`config.mk`:
```
export PLATFORM = sky130hd
export DESIGN_NAME = rtxks_top
export DESIGN_NICKNAME = d
export VERILOG_FILES = /design/src/verilog/rtxks_sync.v /design/src/verilog/rtxks_top.v
export VERILOG_INCLUDE_DIRS = /design/src /design/src/verilog
export SDC_FILE = /design/constraint.sdc
export NUM_CORES = 1
export LEC_CHECK = 0
export BUFFER_PORTS_ARGS = -buffer_cell sky130_fd_sc_hd__clkbuf_2
export CORE_ASPECT_RATIO = 0.8
export CORE_MARGIN = 8
export CORE_UTILIZATION = 56
export CTS_CLUSTER_SIZE = 25
export DETAILED_ROUTE_END_ITERATION = 6
export PLACE_DENSITY = 0.82
export SYNTH_ARGS = -nofsm -noshare
export SYNTH_HDL_FRONTEND = slang
export SYNTH_SLANG_ARGS = --single-unit
```
`constraint.sdc`:
```
create_clock -name clk_i -period 3 [get_ports clk_i]
set_clock_uncertainty 0.05 [all_clocks]
set_input_delay 0.3 -clock clk_i [delete_from_list [all_inputs] [get_ports clk_i]]
set_output_delay 0.3 -clock clk_i [all_outputs]
set_load 0.1 [all_outputs]
```
`src/verilog/rtxks_map.vh`:
```
// Constants for the transmitter enable and keying sequencer.
// Included by the sequencer top module only; definitions only.
`ifndef RTXKS_MAP_VH
`define RTXKS_MAP_VH

// Core clock rate in kHz (250 MHz)
`define RTXKS_CLK_KHZ 250000
// Oscillator start plus PLL lock budget, microseconds
`define RTXKS_LOCK_TIME_US 1000
// Lock budget in core clock cycles (longest time, rounds down)
`define RTXKS_LOCK_CYCLES ((`RTXKS_LOCK_TIME_US * `RTXKS_CLK_KHZ) / 1000)
// Clock output is the crystal divided by this
`define RTXKS_CLK_DIV 4
// Half of the divider, in crystal rising edges
`define RTXKS_CLK_HALF 2
// VCO multiplication of the crystal frequency
`define RTXKS_VCO_MULT 64
// Crystal edges that must be seen before lock is declared
`define RTXKS_CRYSTAL_PIN_MIN_EDGES 16
// Sequencer states
`define RTXKS_ST_STANDBY 2'h0
`define RTXKS_ST_START 2'h1
`define RTXKS_ST_READY 2'h2
`define RTXKS_ST_AMP 2'h3

`endif

```
`src/verilog/rtxks_sync.v`:
```
// Two-stage synchroniser for a group of independent levels.
// Assumes each bit is a slow level or a clock far below clk_i.
`timescale 1ns/1ps
`default_nettype none

module rtxks_sync #(
    parameter WIDTH = 3
) (
    input wire clk_i,
    input wire rst_n_i,
    input wire [WIDTH-1:0] async_i,
    output reg [WIDTH-1:0] sync_o
);

reg [WIDTH-1:0] meta_r;

// First stage feeds only the second stage
always @(posedge clk_i)
begin
    if (!rst_n_i)
    begin
        meta_r <= {WIDTH{1'b0}};
        sync_o <= {WIDTH{1'b0}};
    end
    else
    begin
        meta_r <= async_i;
        sync_o <= meta_r;
    end
end

endmodule // rtxks_sync

`default_nettype wire

```
`src/verilog/rtxks_top.v`:
```
// Enable and keying sequencer of a crystal-referenced UHF transmitter.
// Assumes chip_enable_i, power_amp_on_i and crystal_pin_i are asynchronous pins,
// and that the crystal runs well below a quarter of clk_i.
//
// How it works
// - Both enables low: everything off, standby
// - Enable high starts oscillator, PLL, clock driver
// - Both high: oscillator, PLL, driver, amplifier on
// - Amplifier follows power_amp_on for ASK keying
// - Clock output is crystal divided by four once locked
// - VCO runs at sixty-four times crystal
// - Lock no sooner than 1 ms after enable rise, and only after 16 crystal rises
// - FSK capacitor switch closed lowers output frequency
`timescale 1ns/1ps
`default_nettype none
`include "rtxks_map.vh"

module rtxks_top #(
    parameter LOCK_CYCLES = `RTXKS_LOCK_CYCLES,
    parameter PERIOD_W = 16
) (
    input wire clk_i,
    input wire rst_n_i,
    input wire chip_enable_i,
    input wire power_amp_on_i,
    input wire crystal_pin_i,
    output reg osc_run_o,
    output reg pll_run_o,
    output reg clk_drv_on_o,
    output reg amp_on_o,
    output reg pll_locked_o,
    output reg clk_out_o,
    output reg [PERIOD_W-1:0] crystal_pin_period_o,
    output reg [PERIOD_W+5:0] vco_div_o,
    output reg [1:0] state_o
);

localparam [1:0] ST_STANDBY = `RTXKS_ST_STANDBY;
localparam [1:0] ST_START = `RTXKS_ST_START;
localparam [1:0] ST_READY = `RTXKS_ST_READY;
localparam [1:0] ST_AMP = `RTXKS_ST_AMP;
localparam [1:0] HALF_EDGES = `RTXKS_CLK_HALF;
localparam [4:0] MIN_EDGES = `RTXKS_CRYSTAL_PIN_MIN_EDGES;
localparam [31:0] LOCK_LAST = LOCK_CYCLES - 1;

// Lock is reported in the two running states
function locked_state;
    input [1:0] st;
    begin
        locked_state = (st == ST_READY) || (st == ST_AMP);
    end
endfunction

wire [2:0] pins_s;
wire en_s;
wire amp_s;
wire crystal_pin_s;
reg crystal_pin_d_r;
wire crystal_pin_rise;
reg [1:0] state_r;
reg [1:0] state_nxt;
reg [31:0] lock_cnt_r;
reg [4:0] edge_cnt_r;
reg [1:0] div_cnt_r;
reg [PERIOD_W-1:0] period_cnt_r;

// Pins pass two flip-flops before any logic
rtxks_sync #(
    .WIDTH(3)
) u_sync (
    .clk_i(clk_i),
    .rst_n_i(rst_n_i),
    .async_i({crystal_pin_i, power_amp_on_i, chip_enable_i}),
    .sync_o(pins_s)
);

assign en_s = pins_s[0];
assign amp_s = pins_s[1];
assign crystal_pin_s = pins_s[2];
assign crystal_pin_rise = crystal_pin_s & ~crystal_pin_d_r;

// Crystal edge detector on the synchronised level
always @(posedge clk_i)
begin
    if (!rst_n_i)
        crystal_pin_d_r <= 1'b0;
    else
        crystal_pin_d_r <= crystal_pin_s;
end

// Next state from enable, lock and amplifier pin
always @*
begin
    state_nxt = state_r;
    case (state_r)
        ST_STANDBY:
        begin
            if (en_s)
                state_nxt = ST_START;
        end
        ST_START:
        begin
            if (!en_s)
                state_nxt = ST_STANDBY;
            else if (lock_cnt_r >= LOCK_LAST && edge_cnt_r == MIN_EDGES)
                state_nxt = amp_s ? ST_AMP : ST_READY;
        end
        ST_READY:
        begin
            if (!en_s)
                state_nxt = ST_STANDBY;
            else if (amp_s)
                state_nxt = ST_AMP;
        end
        ST_AMP:
        begin
            if (!en_s)
                state_nxt = ST_STANDBY;
            else if (!amp_s)
                state_nxt = ST_READY;
        end
        default:
            state_nxt = ST_STANDBY;
    endcase
end

// State register, lock timer and crystal edge count
always @(posedge clk_i)
begin
    if (!rst_n_i)
    begin
        state_r <= ST_STANDBY;
        lock_cnt_r <= 32'h0;
        edge_cnt_r <= 5'h0;
    end
    else
    begin
        state_r <= state_nxt;
        if (state_r != ST_START)
        begin
            lock_cnt_r <= 32'h0;
            edge_cnt_r <= 5'h0;
        end
        else
        begin
            if (lock_cnt_r < LOCK_LAST)
                lock_cnt_r <= lock_cnt_r + 32'h1;
            if (crystal_pin_rise && edge_cnt_r != MIN_EDGES)
                edge_cnt_r <= edge_cnt_r + 5'h1;
        end
    end
end

// Enables of the analog parts follow the pins
always @(posedge clk_i)
begin
    if (!rst_n_i)
    begin
        osc_run_o <= 1'b0;
        pll_run_o <= 1'b0;
        clk_drv_on_o <= 1'b0;
        amp_on_o <= 1'b0;
        pll_locked_o <= 1'b0;
        state_o <= ST_STANDBY;
    end
    else
    begin
        osc_run_o <= en_s;
        pll_run_o <= en_s;
        clk_drv_on_o <= en_s;
        amp_on_o <= en_s & amp_s;
        pll_locked_o <= locked_state(state_nxt);
        state_o <= state_nxt;
    end
end

// Clock output toggles every second crystal rise once locked
always @(posedge clk_i)
begin
    if (!rst_n_i)
    begin
        div_cnt_r <= 2'h0;
        clk_out_o <= 1'b0;
    end
    else if (locked_state(state_r))
    begin
        if (crystal_pin_rise)
        begin
            if (div_cnt_r == HALF_EDGES - 2'h1)
            begin
                div_cnt_r <= 2'h0;
                clk_out_o <= ~clk_out_o;
            end
            else
                div_cnt_r <= div_cnt_r + 2'h1;
        end
    end
    else
    begin
        div_cnt_r <= 2'h0;
        clk_out_o <= 1'b0;
    end
end

// Crystal period in core cycles; VCO divide word is 64x that period count
always @(posedge clk_i)
begin
    if (!rst_n_i)
    begin
        period_cnt_r <= {PERIOD_W{1'b0}};
        crystal_pin_period_o <= {PERIOD_W{1'b0}};
        vco_div_o <= {(PERIOD_W+6){1'b0}};
    end
    else if (!en_s)
    begin
        period_cnt_r <= {PERIOD_W{1'b0}};
        crystal_pin_period_o <= {PERIOD_W{1'b0}};
        vco_div_o <= {(PERIOD_W+6){1'b0}};
    end
    else if (crystal_pin_rise)
    begin
        period_cnt_r <= {{(PERIOD_W-1){1'b0}}, 1'b1};
        crystal_pin_period_o <= period_cnt_r;
        // VCO period in units of clk/4096: pulling the crystal lowers output frequency
        vco_div_o <= {period_cnt_r, 6'h00};
    end
    else if (period_cnt_r != {PERIOD_W{1'b1}})
        period_cnt_r <= period_cnt_r + {{(PERIOD_W-1){1'b0}}, 1'b1};
end

endmodule // rtxks_top

`default_nettype wire

```
==> impl_metrics.ini <==
[outcome]
status = finished clean

[cells_and_area]
n_antenna_cell = 0
area_delta_synth_final_pct = 9.677
nNetsFinal = 426
nFillCells = 492
multi_input_area_um2 = 1473
final_area_um2 = 3744
layout-drive-gt1-share = 0.1544
seq_area_um2 = 1662

[sta]
fin_tns_setup_ps = 0
hold_viol = 0
period_minus_slack_ps = 2521
setup_violations = 0
maxSlewViolCount = 0
fin_crit_sh = 0.8402
fmax_mhz = 396.7
rsz0062_at_grt = false
worst_pin_slew_ps = 796.0
slew_headroom = 0.4694

[logic_synthesis]
synth_top_cell_by_area = dfxtp_1
ys_ff_latch = 83
synth-seq-area-share = 0.4868
synth_top_cell_area_share = 0.4868
synthAdderAreaFrac = 0.01466
synth_cell_types = 37
synth.area.top_cells = dfxtp_1 49%, nand2_1 5.7%, buf_4 5.5%, a21oi_1 5.3%, and2_1 4.0%
synth_top_family_by_area = simple AND/OR/NAND/NOR gates
yosys.area_share.simple = 0.2478
synth.most_common_cell = dfxtp_1
synth-xor-area-share = 0.03849
synth.avg_cell_area_um2 = 8.663
netlist_top_cells_count = 83 x dfxtp_1, 52 x nand2_1, 36 x a21oi_1, 31 x nor2_1, 25 x buf_4
synth_compound_area_frac = 0.1180
synth_edf_count = 0
synthCells = 394
ys_async_sr_fraction = 0
ys.flop_type = dfxtp_1
ys_warn_count = 0
synth_area_um2 = 3413
synth.area.mux_share = 0.005865

[detailed_routing]
drtPass1Iterations = 4
finalWirelength_um = 7054
ant_nets = 0
drc = 0
wl_per_cell_um = 14.05
drtIter0Drc = 157
vias_per_cell = 5.492
via_count = 2757

[power_and_ir_drop]
p_comb_frac = 0.036
vdd_drop_max_mv = 0.3605
p_per_area_nw_per_um2 = 538.4
p_sw_mw = 0.4278
switching_share = 0.2123
power.internal_mw = 1.588
clockPowerShare = 0.414
pwr-share-seq = 0.550
leakagePower_nw = 1.346

[worst_setup_path]
max_stage_delay_ps = 780
cp.arrival_ps = 2750
worstPathCellList = nor4_1 -> a311oi_1 -> or4_1 -> buf_4 -> or3_1 -> a21oi_1
critPathMaxFanout = 29
rrSetupSlack_ps = 480
crit_slowest_cell = or4_1
rr_startpoint = lock_cnt_r[8]
cp.depth = 6
critPathKind = register to register
required_ps = 3230
worst-path-buf-inv = 1
start_kind = register
reg2reg_to = lock_cnt_r[3]
r2r_cells = 6
critPathCaptureType = register
startpoint = lock_cnt_r[8]
endpoint = lock_cnt_r[3]
cp_top_family = simple AND/OR/NAND/NOR gates

[global_routing]
grt_pass1_vias = 2683
grt_overflow = 0
grt_pass1_wl_um = 12010
grt_util_all_layers = 0.1688
grt_max_degree = 30
antenna_found_initial = 0

[cts]
worst_skew_pair.late_latency_ps = 350
clkTransAtPathRegs_ps = 70
cts_setup_buffers = 0
tritoncts = built
cts-resized-gates = 0
cts_buffers = 9
root_buffer = clkbuf_8
clk_path_buf_depth = 2
clkSinkCount = 83
cts_hold_buf = 0
h-tree-depth = 3

[floorplan]
die_w_um = 103.3
die_height_um = 85.83
core_um2 = 5912
start_util = 0.5774
die_area_um2 = 8865
ioPinCount = 51
fp-row-count = 25

[placed_design]
hpwl_um = 4907
place_area_um2 = 3531
io_buffers = 44
gp_congestion = 0.8640

[run]
cap_violations = 0

[worst_hold_path]
hp-class = input pin to register
-- metal layers --
layer	track usage	vias to the layer above	wire [um]
li1	-	1376	-
met1	0.2121	1278	3286
met2	0.2662	95	3197
met3	0.05583	8	488
met4	0.05111	0	82
met5	0	-	0
-- placed cells by master, fill, tap and decap left out, types with 2 or more instances in the layout --
cell       netlist  layout
dfxtp_1         83      83
nand2_1         52      52
clkbuf_2         0      44
a21oi_1         36      36
nor2_1          31      31
and2_1          22      22
nand4_1         14      14
clkbuf_8         0      13
o21ai_0         11      11
inv_1           10      10
nand3_1         10      10
xnor2_1          9       9
or3_1            9       9
o31ai_1          8       8
or4_1            8       8
xor2_1           6       6
conb_1           1       6
nor3_1           5       5
buf_4           25       5
nor4_1           4       4
and3_1           4       4
ha_1             4       4
and4_1           3       3
a211oi_1         3       3
a311oi_1         3       3
a31oi_1          3       3
mux2i_1          2       2
a2111oi_0        2       2
or2_2            2       2
o21a_1           2       2
-- cell families (layout without fill, tap and decap cells) --
family / after synthesis / in the layout
muxes: 2 / 2
and+or+nand+nor: 168 / 168
AOI/OAI and AO/OA: 69 / 69
xor gates and xnor gates: 15 / 15
DFF: 83 / 83
buffers and inverters: 52 / 74
adders and majority gates: 4 / 4
other: 1 / 6
-- area by class of cell --
| cell class | instances | area share |
|---|---|---|
| Sequential cell | 83 | 0.4438 |
| Clock inverter | 1 | 0.008021 |
| Clock buffer | 14 | 0.04880 |
| Tap cell | 81 | 0.02707 |
| Inverter | 10 | 0.01003 |
| Timing Repair Buffer | 49 | 0.06885 |
| Multi-Input combinational cell | 264 | 0.3934 |
-- state kept, by name (all words and copies together) (netlist names), 2 cells and up --
signal and count:
lock_cnt_r 32, edge_cnt_r 5, crystal_pin_period_o 16, u_sync.meta_r 3
div_cnt_r 2, period_cnt_r 16, u_sync.sync_o 3
-- worst min-delay path by stage --
stage                           from                to  slack (ps)  cells past startpoint
finish                 crystal_pin_i  u_sync.meta_r[2]         100                      2
detailed placement  u_sync.meta_r[1]  u_sync.sync_o[1]         370                      1
global route           crystal_pin_i  u_sync.meta_r[2]         100                      2
global placement    u_sync.meta_r[1]  u_sync.sync_o[1]         360                      1
CTS                    crystal_pin_i  u_sync.meta_r[2]          90                      2
floorplan           u_sync.meta_r[0]  u_sync.sync_o[0]         360                      1
-- stage by stage --
step / power [mW] / hold WS, ps / util / setup slack [ps] / std cells
final: 2.015 / 104.5 / 0.6332 / 479.4 / 502
after global routing: 2.074 / 96.57 / 0.6332 / 311.3 / 502
after CTS: 2.029 / 91.23 / 0.6332 / 485.4 / 502
after detailed placement: 1.206 / 369.0 / 0.5972 / 531.2 / 487
after global placement: 1.205 / 364.0 / 0.5972 / 564.0 / 487
after floorplan: 1.202 / 361.9 / - / 936.9 / 399
-- power groups by stage --
stage	Sequential [mW]	Combinational (mW)	Clock, mW
after floorplan	1.14	0.0622	0
after global placement	1.13	0.0704	0
after detailed placement	1.13	0.0715	0
after CTS	1.11	0.0715	0.848
after global routing	1.11	0.0754	0.889
final	1.11	0.0716	0.835
Power figures use the tool's default switching activity.
